`src/common/cfg_words_pkg.sv`:
```
package cfg_words_pkg;

  // address map of the configuration space
  localparam logic [23:0] CFG_SPACE_LO = 24'h800000;
  localparam logic [23:0] CFG_SPACE_HI = 24'hFFFFFF;
  localparam logic [23:0] CFG_BASE = 24'hF80000;
  localparam logic [23:0] BOOT_SEGMENT_WORD_ADDR = 24'hF80000;
  localparam logic [23:0] GENERAL_SEGMENT_WORD_ADDR = 24'hF80004;
  localparam logic [23:0] OSCILLATOR_CHOICE_WORD_ADDR = 24'hF80006;
  localparam logic [23:0] OSCILLATOR_SETUP_WORD_ADDR = 24'hF80008;
  localparam logic [23:0] WATCHDOG_SETUP_WORD_ADDR = 24'hF8000A;
  localparam logic [23:0] RESET_SETUP_WORD_ADDR = 24'hF8000C;
  localparam logic [23:0] DEBUGGER_SETUP_WORD_ADDR = 24'hF8000E;
  localparam logic [23:0] DEEP_SLEEP_SETUP_WORD_ADDR = 24'hF80010;

  // word indices inside the holding array
  localparam int NUM_WORDS = 8;
  localparam logic [2:0] IDX_BOOT = 3'h0;
  localparam logic [2:0] IDX_GENERAL = 3'h1;
  localparam logic [2:0] IDX_OSC_CHOICE = 3'h2;
  localparam logic [2:0] IDX_OSC_SETUP = 3'h3;
  localparam logic [2:0] IDX_WATCHDOG = 3'h4;
  localparam logic [2:0] IDX_RESET = 3'h5;
  localparam logic [2:0] IDX_DEBUGGER = 3'h6;
  localparam logic [2:0] IDX_DEEP_SLEEP = 3'h7;

  // implemented bit masks; also the erased (unprogrammed) value of each word
  localparam logic [7:0] MASK_BOOT = 8'h0F;
  localparam logic [7:0] MASK_GENERAL = 8'h03;
  localparam logic [7:0] MASK_OSC_CHOICE = 8'h87;
  localparam logic [7:0] MASK_OSC_SETUP = 8'hFF;
  localparam logic [7:0] MASK_WATCHDOG = 8'hDF;
  localparam logic [7:0] MASK_RESET = 8'hFB;
  localparam logic [7:0] MASK_DEBUGGER = 8'h83;
  localparam logic [7:0] MASK_DEEP_SLEEP = 8'hFF;

  // boot segment bounds
  localparam logic [23:0] BOOT_START = 24'h000200;
  localparam logic [23:0] BOOT_END_SMALL = 24'h000AFE;
  localparam logic [23:0] BOOT_END_LARGE = 24'h0015FE;

  // field positions
  localparam int BOOT_WP_BIT = 0;
  localparam int GEN_WP_BIT = 0;
  localparam int GEN_CP_BIT = 1;
  localparam int TWO_SPEED_BIT = 7;
  localparam int SECONDARY_OSCILLATOR_POWER_BIT = 5;
  localparam int CLKOUT_EN_BIT = 2;

  // start-up oscillator codes
  localparam logic [2:0] OSC_FAST_RC = 3'h0;
  localparam logic [2:0] OSC_FAST_RC_PLL = 3'h1;
  localparam logic [2:0] OSC_PRIMARY = 3'h2;
  localparam logic [2:0] OSC_PRIMARY_PLL = 3'h3;
  localparam logic [2:0] OSC_SECONDARY = 3'h4;
  localparam logic [2:0] OSC_LOW_POWER_RC = 3'h5;
  localparam logic [2:0] OSC_LP_FAST_RC_DIV = 3'h6;
  localparam logic [2:0] OSC_FAST_RC_DIV = 3'h7;

  // primary oscillator modes and frequency ranges
  localparam logic [1:0] PMODE_OFF = 2'h3;
  localparam logic [1:0] PMODE_HS = 2'h2;
  localparam logic [1:0] PMODE_XT = 2'h1;
  localparam logic [1:0] PMODE_EC = 2'h0;
  localparam logic [1:0] FREQ_RESERVED = 2'h0;

  // loader sequencing state
  typedef enum logic [1:0] {
    LD_COPY = 2'b01,
    LD_RUN = 2'b10
  } loader_state_t;

  typedef struct packed {
    logic rd;
    logic wr;
    logic [23:0] addr;
    logic [7:0] wdata;
  } table_req_t;

  typedef struct packed {
    logic boot_present;
    logic boot_high_security;
    logic boot_code_reserved;
    logic [23:0] boot_end;
    logic boot_write_protect;
    logic general_code_protect;
    logic general_write_protect;
    logic two_speed_startup_enable;
    logic [7:0] startup_osc_onehot;
    logic clock_switch_enable;
    logic fail_safe_enable;
    logic secondary_osc_power_mode;
    logic [1:0] primary_freq_range;
    logic primary_freq_reserved;
    logic clock_output_signal;
    logic primary_osc_on;
    logic crystal_high_speed_mode;
    logic crystal_standard_mode;
    logic external_clock_input_mode;
  } cfg_decoded_t;

endpackage

```
`src/hw/cfg_field_decode.sv`:
```
`timescale 1ns/1ns
module cfg_field_decode
  import cfg_words_pkg::*;
(
  input wire logic [7:0] boot_segment_word,
  input wire logic [7:0] general_segment_word,
  input wire logic [7:0] oscillator_choice_word,
  input wire logic [7:0] oscillator_setup_word,
  output cfg_decoded_t decoded
);

  wire logic [2:0] boot_code_protect_level = boot_segment_word[3:1];
  wire logic [2:0] startup_oscillator_code = oscillator_choice_word[2:0];
  wire logic [1:0] clock_switch_monitor_code = oscillator_setup_word[7:6];
  wire logic [1:0] primary_osc_mode = oscillator_setup_word[1:0];
  wire logic clock_output_enable = oscillator_setup_word[CLKOUT_EN_BIT];

  // boot segment size and security; low two bits pick size, msb clear means high security
  wire logic boot_small = (boot_code_protect_level == 3'h6) || (boot_code_protect_level == 3'h2);
  wire logic boot_large = (boot_code_protect_level == 3'h5) || (boot_code_protect_level == 3'h1);

  // one-hot view of the start-up source, one bit per code
  wire logic [7:0] osc_onehot;
  for (genvar i = 0; i < 8; i++) begin : g_osc
    assign osc_onehot[i] = (startup_oscillator_code == 3'(i));
  end

  // all field decodes; a programmed (zero) bit selects the protective option
  assign decoded.boot_present = boot_small | boot_large;
  assign decoded.boot_high_security = (boot_small | boot_large) & ~boot_code_protect_level[2];
  assign decoded.boot_code_reserved = ~(boot_small | boot_large) & (boot_code_protect_level != 3'h7);
  assign decoded.boot_end = boot_large ? BOOT_END_LARGE : BOOT_END_SMALL;
  assign decoded.boot_write_protect = ~boot_segment_word[BOOT_WP_BIT];
  assign decoded.general_code_protect = ~general_segment_word[GEN_CP_BIT];
  assign decoded.general_write_protect = ~general_segment_word[GEN_WP_BIT];
  assign decoded.two_speed_startup_enable = oscillator_choice_word[TWO_SPEED_BIT];
  assign decoded.startup_osc_onehot = osc_onehot;
  assign decoded.clock_switch_enable = ~clock_switch_monitor_code[1];
  assign decoded.fail_safe_enable = (clock_switch_monitor_code == 2'h0);
  assign decoded.secondary_osc_power_mode = oscillator_setup_word[SECONDARY_OSCILLATOR_POWER_BIT];
  assign decoded.primary_freq_range = oscillator_setup_word[4:3];
  assign decoded.primary_freq_reserved = (oscillator_setup_word[4:3] == FREQ_RESERVED);
  // clock out only when the primary pins are free: oscillator off or external clock
  assign decoded.clock_output_signal = clock_output_enable &
    ((primary_osc_mode == PMODE_OFF) || (primary_osc_mode == PMODE_EC));
  assign decoded.primary_osc_on = (primary_osc_mode != PMODE_OFF);
  assign decoded.crystal_high_speed_mode = (primary_osc_mode == PMODE_HS);
  assign decoded.crystal_standard_mode = (primary_osc_mode == PMODE_XT);
  assign decoded.external_clock_input_mode = (primary_osc_mode == PMODE_EC);

endmodule

```
`src/hw/device_configuration_words.sv`:
```
`timescale 1ns/1ns
// Overview of operation
// - programmed bits read zero, unprogrammed read one; value selects the option
// - configuration words start at F80000h, above user program memory
// - 800000h-FFFFFFh reachable only by table reads and writes, never data access
// - eight words at F80000, F80004, F80006, F80008, F8000A, F8000C, F8000E, F80010
// - boot protect level: 111 none, x10 small, x01 large, others reserved
// - boot write protect bit zero blocks all boot segment writes
// - general code protect bit zero enables standard security
// - general write protect bit zero blocks general segment writes
// - general segment protection bits can only be cleared by writes; only an erase or power-on sets them again
// - switchover bit one enables two-speed start-up from internal oscillator
// - three-bit start-up oscillator code selects one of eight clock sources
// - clock switch code: 1x neither, 01 switching only, 00 switching and monitor
// - secondary oscillator power bit one is high power, zero low power
// - primary frequency range: 11 above 8 MHz, 10 middle, 01 low, 00 reserved
// - clock output driven only when enabled and primary mode is 11 or 00
// - primary mode: 11 off, 10 high-speed crystal, 01 crystal, 00 external clock
// - unimplemented bits in every word always read back zero
module device_configuration_words
  import cfg_words_pkg::*;
(
  input wire logic core_clk,
  input wire logic resetn,
  input wire logic por_n,
  input table_req_t table_req,
  output logic [7:0] table_rdata,
  output logic table_ack,
  output logic table_err,
  input wire logic data_req,
  input wire logic [23:0] data_addr,
  output logic data_refused,
  input wire logic flash_wr_req,
  input wire logic [23:0] flash_wr_addr,
  output logic flash_wr_grant,
  output logic flash_wr_deny,
  input wire logic cfg_erase,
  output logic core_release,
  output cfg_decoded_t cfg_decoded,
  output logic [7:0] watchdog_setup_word,
  output logic [7:0] reset_setup_word,
  output logic [7:0] debugger_setup_word,
  output logic [7:0] deep_sleep_setup_word
);

  // per-word implemented masks as a table, indexed like the word arrays
  localparam logic [7:0] WORD_MASK [NUM_WORDS] = '{
    MASK_BOOT, MASK_GENERAL, MASK_OSC_CHOICE, MASK_OSC_SETUP,
    MASK_WATCHDOG, MASK_RESET, MASK_DEBUGGER, MASK_DEEP_SLEEP
  };

  // nonvolatile cells; power-on or an erase returns them to their implemented masks, resetn alone does not
  logic [7:0] cell_q [NUM_WORDS];
  // holding latches that feed the decoders while the core runs
  logic [7:0] hold_q [NUM_WORDS];

  loader_state_t state_q;
  logic [2:0] load_idx_q;
  logic core_release_q;
  logic [7:0] table_rdata_q;
  logic table_ack_q;
  logic table_err_q;
  logic data_refused_q;
  logic flash_wr_grant_q;
  logic flash_wr_deny_q;
  cfg_decoded_t cfg_decoded_q;
  cfg_decoded_t decoded_now;

  // address decode of the table request
  wire logic in_cfg_space = (table_req.addr >= CFG_SPACE_LO) && (table_req.addr <= CFG_SPACE_HI);
  wire logic running = (state_q == LD_RUN);
  wire logic hit_any;
  wire logic [2:0] hit_idx;
  logic hit_boot;
  logic hit_general;
  logic hit_osc_choice;
  logic hit_osc_setup;
  logic hit_watchdog;
  logic hit_reset;
  logic hit_debugger;
  logic hit_deep_sleep;

  // fixed word addresses, all above the user program space
  assign hit_boot = (table_req.addr == BOOT_SEGMENT_WORD_ADDR);
  assign hit_general = (table_req.addr == GENERAL_SEGMENT_WORD_ADDR);
  assign hit_osc_choice = (table_req.addr == OSCILLATOR_CHOICE_WORD_ADDR);
  assign hit_osc_setup = (table_req.addr == OSCILLATOR_SETUP_WORD_ADDR);
  assign hit_watchdog = (table_req.addr == WATCHDOG_SETUP_WORD_ADDR);
  assign hit_reset = (table_req.addr == RESET_SETUP_WORD_ADDR);
  assign hit_debugger = (table_req.addr == DEBUGGER_SETUP_WORD_ADDR);
  assign hit_deep_sleep = (table_req.addr == DEEP_SLEEP_SETUP_WORD_ADDR);

  assign hit_any = hit_boot | hit_general | hit_osc_choice | hit_osc_setup |
                   hit_watchdog | hit_reset | hit_debugger | hit_deep_sleep;

  // index chain; word 0 is the fall-through so a miss must be gated by hit_any
  wire logic [2:0] idx_a = hit_deep_sleep ? IDX_DEEP_SLEEP :
                           hit_debugger ? IDX_DEBUGGER :
                           hit_reset ? IDX_RESET :
                           hit_watchdog ? IDX_WATCHDOG : IDX_BOOT;
  assign hit_idx = hit_osc_setup ? IDX_OSC_SETUP :
                   hit_osc_choice ? IDX_OSC_CHOICE :
                   hit_general ? IDX_GENERAL : idx_a;

  // request qualification; requests during the load are simply not answered
  wire logic tbl_any = table_req.rd | table_req.wr;
  wire logic tbl_take = running & tbl_any;
  wire logic tbl_bad = ~in_cfg_space;
  wire logic tbl_wr_hit = tbl_take & table_req.wr & in_cfg_space & hit_any;

  // read data: unimplemented positions forced low, gaps in the space read zero
  wire logic [7:0] tbl_read_word = hit_any ? (cell_q[hit_idx] & WORD_MASK[hit_idx]) : 8'h00;

  // programming value; general segment bits may only fall, everything else takes the data
  wire logic [7:0] cell_masked_wr = table_req.wdata & WORD_MASK[hit_idx];
  wire logic [7:0] cell_next_wr = (hit_idx == IDX_GENERAL) ?
                                  (cell_q[IDX_GENERAL] & cell_masked_wr) : cell_masked_wr;

  // ordinary data accesses into configuration space are refused
  wire logic data_hits_cfg = data_req && (data_addr >= CFG_SPACE_LO);

  // nonvolatile cell array, one entry per word
  for (genvar w = 0; w < NUM_WORDS; w++) begin : g_cell
    always_ff @(posedge core_clk or negedge por_n) begin
      if (!por_n) begin
        cell_q[w] <= WORD_MASK[w];
      end else if (cfg_erase) begin
        cell_q[w] <= WORD_MASK[w];
      end else if (tbl_wr_hit && (hit_idx == 3'(w))) begin
        cell_q[w] <= cell_next_wr;
      end
    end
  end

  // holding latches; filled one word per cycle after reset release, then frozen
  for (genvar h = 0; h < NUM_WORDS; h++) begin : g_hold
    always_ff @(posedge core_clk or negedge resetn) begin
      if (!resetn) begin
        hold_q[h] <= 8'hFF;
      end else if ((state_q == LD_COPY) && (load_idx_q == 3'(h))) begin
        hold_q[h] <= cell_q[h] & WORD_MASK[h];
      end
    end
  end

  // loader sequence: copy every word, then release the core
  always_ff @(posedge core_clk or negedge resetn) begin
    if (!resetn) begin
      state_q <= LD_COPY;
      load_idx_q <= 3'h0;
      core_release_q <= 1'b0;
    end else begin
      case (state_q)
        LD_COPY: begin
          load_idx_q <= load_idx_q + 3'h1;
          if (load_idx_q == 3'(NUM_WORDS - 1)) begin
            state_q <= LD_RUN;
            core_release_q <= 1'b1;
          end
        end
        LD_RUN: begin
          state_q <= LD_RUN;
        end
        default: begin
          state_q <= LD_COPY;
          load_idx_q <= 3'h0;
          core_release_q <= 1'b0;
        end
      endcase
    end
  end

  // table port answer, one cycle after the request is taken
  always_ff @(posedge core_clk or negedge resetn) begin
    if (!resetn) begin
      table_rdata_q <= 8'h00;
      table_ack_q <= 1'b0;
      table_err_q <= 1'b0;
    end else begin
      table_ack_q <= tbl_take;
      table_err_q <= tbl_take & tbl_bad;
      if (tbl_take && table_req.rd && !tbl_bad) begin
        table_rdata_q <= tbl_read_word;
      end else if (tbl_take) begin
        table_rdata_q <= 8'h00;
      end
    end
  end

  // data access refusal flag, one cycle pulse
  always_ff @(posedge core_clk or negedge resetn) begin
    if (!resetn) begin
      data_refused_q <= 1'b0;
    end else begin
      data_refused_q <= running & data_hits_cfg;
    end
  end

  // decoders see only the frozen holding latches, so settings never move while running
  cfg_field_decode u_decode (
    .boot_segment_word(hold_q[IDX_BOOT]),
    .general_segment_word(hold_q[IDX_GENERAL]),
    .oscillator_choice_word(hold_q[IDX_OSC_CHOICE]),
    .oscillator_setup_word(hold_q[IDX_OSC_SETUP]),
    .decoded(decoded_now)
  );

  // flash write permission against the boot and general segments
  wire logic fw_in_boot = decoded_now.boot_present &&
                          (flash_wr_addr >= BOOT_START) && (flash_wr_addr <= decoded_now.boot_end);
  wire logic fw_in_user = (flash_wr_addr < CFG_SPACE_LO);
  wire logic fw_blocked_boot = fw_in_boot & decoded_now.boot_write_protect;
  wire logic fw_blocked_gen = fw_in_user & ~fw_in_boot & decoded_now.general_write_protect;
  wire logic fw_blocked = fw_blocked_boot | fw_blocked_gen | ~fw_in_user;
  wire logic fw_take = running & flash_wr_req;

  always_ff @(posedge core_clk or negedge resetn) begin
    if (!resetn) begin
      flash_wr_grant_q <= 1'b0;
      flash_wr_deny_q <= 1'b0;
    end else begin
      flash_wr_grant_q <= fw_take & ~fw_blocked;
      flash_wr_deny_q <= fw_take & fw_blocked;
    end
  end

  // decoded settings registered; cleared by reset, then follow the holding latch decode every cycle
  always_ff @(posedge core_clk or negedge resetn) begin
    if (!resetn) begin
      cfg_decoded_q <= '0;
    end else begin
      cfg_decoded_q <= decoded_now;
    end
  end

  // raw later words for the watchdog, reset, debug and deep sleep logic elsewhere
  assign watchdog_setup_word = hold_q[IDX_WATCHDOG];
  assign reset_setup_word = hold_q[IDX_RESET];
  assign debugger_setup_word = hold_q[IDX_DEBUGGER];
  assign deep_sleep_setup_word = hold_q[IDX_DEEP_SLEEP];

  // outputs straight from flip-flops
  assign table_rdata = table_rdata_q;
  assign table_ack = table_ack_q;
  assign table_err = table_err_q;
  assign data_refused = data_refused_q;
  assign flash_wr_grant = flash_wr_grant_q;
  assign flash_wr_deny = flash_wr_deny_q;
  assign core_release = core_release_q;
  assign cfg_decoded = cfg_decoded_q;

endmodule

```
`config.mk`:
```
export PLATFORM = sky130hd
export DESIGN_NAME = device_configuration_words
export DESIGN_NICKNAME = d
export VERILOG_FILES = /design/src/common/cfg_words_pkg.sv /design/src/hw/cfg_field_decode.sv /design/src/hw/device_configuration_words.sv
export SDC_FILE = /design/constraint.sdc
export NUM_CORES = 1
export LEC_CHECK = 0
export BUFFER_PORTS_ARGS = -buffer_cell sky130_fd_sc_hd__buf_2
export CELL_PAD_IN_SITES_DETAIL_PLACEMENT = 1
export CELL_PAD_IN_SITES_GLOBAL_PLACEMENT = 2
export CORE_AREA = 2 2 152 154
export DETAILED_ROUTE_END_ITERATION = 8
export DIE_AREA = 0 0 154 156
export MAX_ROUTING_LAYER = met4
export PLACE_DENSITY = 0.81
export RECOVER_POWER = 50
export SYNTH_ARGS = -nofsm -noshare
export SYNTH_HDL_FRONTEND = slang
export SYNTH_SLANG_ARGS = --single-unit
```
`constraint.sdc`:
```
create_clock -name core_clk -period 3.23 [get_ports core_clk]
set_clock_uncertainty 0.05 [all_clocks]
set_input_delay 0.8075 -clock core_clk [delete_from_list [all_inputs] [get_ports core_clk]]
set_output_delay 0.8075 -clock core_clk [all_outputs]
set_load 0.05 [all_outputs]
```
==> results.toml <==
[final_layout]
num_antenna_cells = 0
layout.cells.non_filler = 1106
fin_area_sq_um = 9130
fill_cells = 2493
drive_gt1_share_pct = 47.6
num-nets-final = 919
syn_to_final_growth_pct = 21.7
multi_input_area_sq_um = 3070
register_area_sq_um = 3840

[global_route]
grt_start_max_net_pins = 57
grt.busiest_layer = "met2"
met2_usage_pct = 29.2
grt_overflow_total = 0
grt_pass1_wl_microns = 32000
antenna_found_initial = 0
use_met1_pct = 22.7
grt_use_total_pct = 17.9
grtUsageMet3_pct = 4.14
grt_pass1_vias = 5710

[outcome]
outcome = "complete, but fails checks"
violations = "max-capacitance violations, max-slew violations"

[timing]
min_period_ps = 3050
setup_viol = 0
hold_violations = 0
whs_ps = 343
max_freq_mhz = 328
slew-limit-headroom_pct = -46.6
tightest_slew_ps = 2200
post-route-period-util_pct = 94.5
fin_ws_ps = 177
fin_tns_setup_ps = 0
drv_slew = 73
rsz0062_at_grt = "no"

[die]
start_util_pct = 33.5
core_sq_um = 22400
pin_count = 184
die_w_microns = 154
dieArea_sq_um = 24000
die_y_microns = 156
rows = 55

[clock_network]
cts_num_sinks = 149
path_clk_slew_ps = 60
cts_max_path_buffers = 2
cts_tree = "built"
cts_hold_buffers = 0
clock_latency_ps = 420
htreeDepth = 4
cts_made_buffers = 17
clock-root-buffer = "clkbuf_16"

[power]
p_leak_nw = 4.01
vdd_ir_drop_max_mv = 0.242
power_density_nw_per_um2 = 466

[setup_path]
path_class = "in2reg"
crit_path_top_delay_cell = "or4_1"
arrival_ps = 3350
cp-end-kind = "flop"
cpPeakStageDelay_ps = 670
crit_path_start_kind = "input port"
critPathRequiredTime_ps = 3530
cp_max_fo = 6
crit_chain = "buf_2, and4b_1, buf_4, nand3_2, or4_1, inv_4, ha_4, inv_2, buf_4, o311a_1, nor2b_1, a211o_1"
crit_buf_inv = 5
critical_path.top_delay_family = "simple AND/OR/NAND/NOR gates"
cpMostUsedCell = "buf_4"

[routing]
drt-initial-drc-count = 295
viasPerCell = 5.02
vias = 5556
ant_nets = 0
drc = 0
finalWirelength_microns = 20300
wl_per_cell_microns = 18.3
first_pass_iters = 4

[synthesis]
synth_cell_type_count = 73
synth_edf_count = 0
yosys_warnings = 0
syn_avg_cell_area_sq_um = 11.4
synthTopCellsByArea = "dfstp_2, dfrtp_1, mux2_2"
synth_area_sq_um = 7500
ys_ff_latch = 149
ys_seq_area_share_pct = 51.2
synth_top_area_share_pct = 31.5
synth_ff_type = "dfstp_2"
synth_cells = 658
synth_top_cell_by_area = "dfstp_2"
synthTopCellsByCount = "dfstp_2, dfrtp_1, buf_4, mux2_2, nand2_1"
synth-async-reset-ratio_pct = 100
synth_most_common_cell = "dfstp_2"

[placed_design]
numPortBuffers = 148
place_congestion = 0.878
dp_hpwl_microns = 15400
pre_cts_slack_ps = -336
postPlaceCellArea_sq_um = 8540
dp_cells = 1074

[min_path]
hold_class = "reg2reg"

[run]
drv_cap = 2
-- worst register-to-register path, delay by kind of cell (launching register included) --
kind / cells / cell delay [ps]
muxes: 1 / 170
AOI/OAI and AO/OA: 4 / 910
buffers and inverters: 1 / 160
and+or+nand+nor: 2 / 430
adders and majority gates: 1 / 290
DFF: 1 / 600
-- final timing paths --
path                                    start         endpoint  slack (ps)  depth (start not counted)
worst max-delay path            table_req[25]       cell_q[36]         180                         12
worst min-delay path               hold_q[47]  cfg_decoded[19]         340                          0
worst max register to register     hold_q[57]    flash_wr_deny         530                          9
worst min register to register     hold_q[47]  cfg_decoded[19]         340                          0
max in group asynchronous              resetn   table_rdata[7]         890                          1
min in group asynchronous               por_n       cell_q[51]         840                          1
-- registers in the layout (all words and copies together), names as in the netlist, 3 cells and up --
name                   flops
cell_q                    55
cfg_decoded               29
hold_q                    18
deep_sleep_setup_word      8
reset_setup_word           8
table_rdata                8
watchdog_setup_word        8
debugger_setup_word        4
load_idx_q                 3
-- stage by stage --
stage / util [%] / total power [mW]
after global placement: 38.2 / 2.28
after floorplan: - / 2.15
after detailed placement: 38.2 / 2.28
after CTS: 40.9 / 4.32
final: 40.8 / 4.25
after global routing: 40.8 / 4.42
-- kinds of logic after synthesis --
kind of cell             share of synthesized area, %
AND/OR/NAND/NOR                                  14.7
flip-flops                                       51.2
AO/OA/AOI/OAI                                    11.9
buffers and inverters                            8.94
multiplexers                                     8.94
adder cells (fa/ha/maj)                          3.84
XOR/XNOR                                        0.350
other                                           0.100
-- cell usage in the layout, fill, tap and decap left out, drive strengths merged, types with 3 or more instances in the layout --
cell type,synthesis,layout
a211o,10,10
a211oi,7,7
a21oi,30,30
a22o,5,5
and2,4,4
and3,10,10
and3b,3,3
buf,71,200
clkbuf,15,28
clkinv,0,3
clkinvlp,0,3
conb,2,13
dfrtp,59,59
dfstp,90,90
ha,23,23
inv,20,22
mux2,48,48
mux2i,13,13
nand2,49,49
nand2b,6,6
nand3,14,14
nand3b,13,13
nand4,6,6
nor2,27,27
nor2b,9,9
nor3,15,15
nor3b,3,3
nor4,11,11
o211ai,6,6
o21a,4,4
o21ai,40,40
o31ai,8,8
or4,3,3
-- area by class of cell --
class	count	share of cell area (%)
multi-input cells	414	33.6
clock inverters	10	1.30
repair buffers	206	13.0
clock buffers	22	5.31
flip-flops and latches	149	42.1
well taps	285	3.91
inverters	20	0.850
-- report_power, final --
part	leakage (nW)	switching [mW]	internal [mW]
Sequential	1.69	0.0116	1.90
Combinational	2.03	0.240	0.0954
Clock	0.289	0.786	1.22
-- repair_timing --
item,4_1_cts,5_1_grt
resized for setup,0,1
setup buffers,0,0
endpoints found under the setup margin,0,2
-- routing by layer --
metal / vias to the layer above / share of wire (%)
met2: 166 / 48
met1: 2796 / 45
met3: 18 / 5.6
met5: - / 0
met4: 0 / 1.0
li1: 2576 / -
Power figures use the tool's default switching activity.
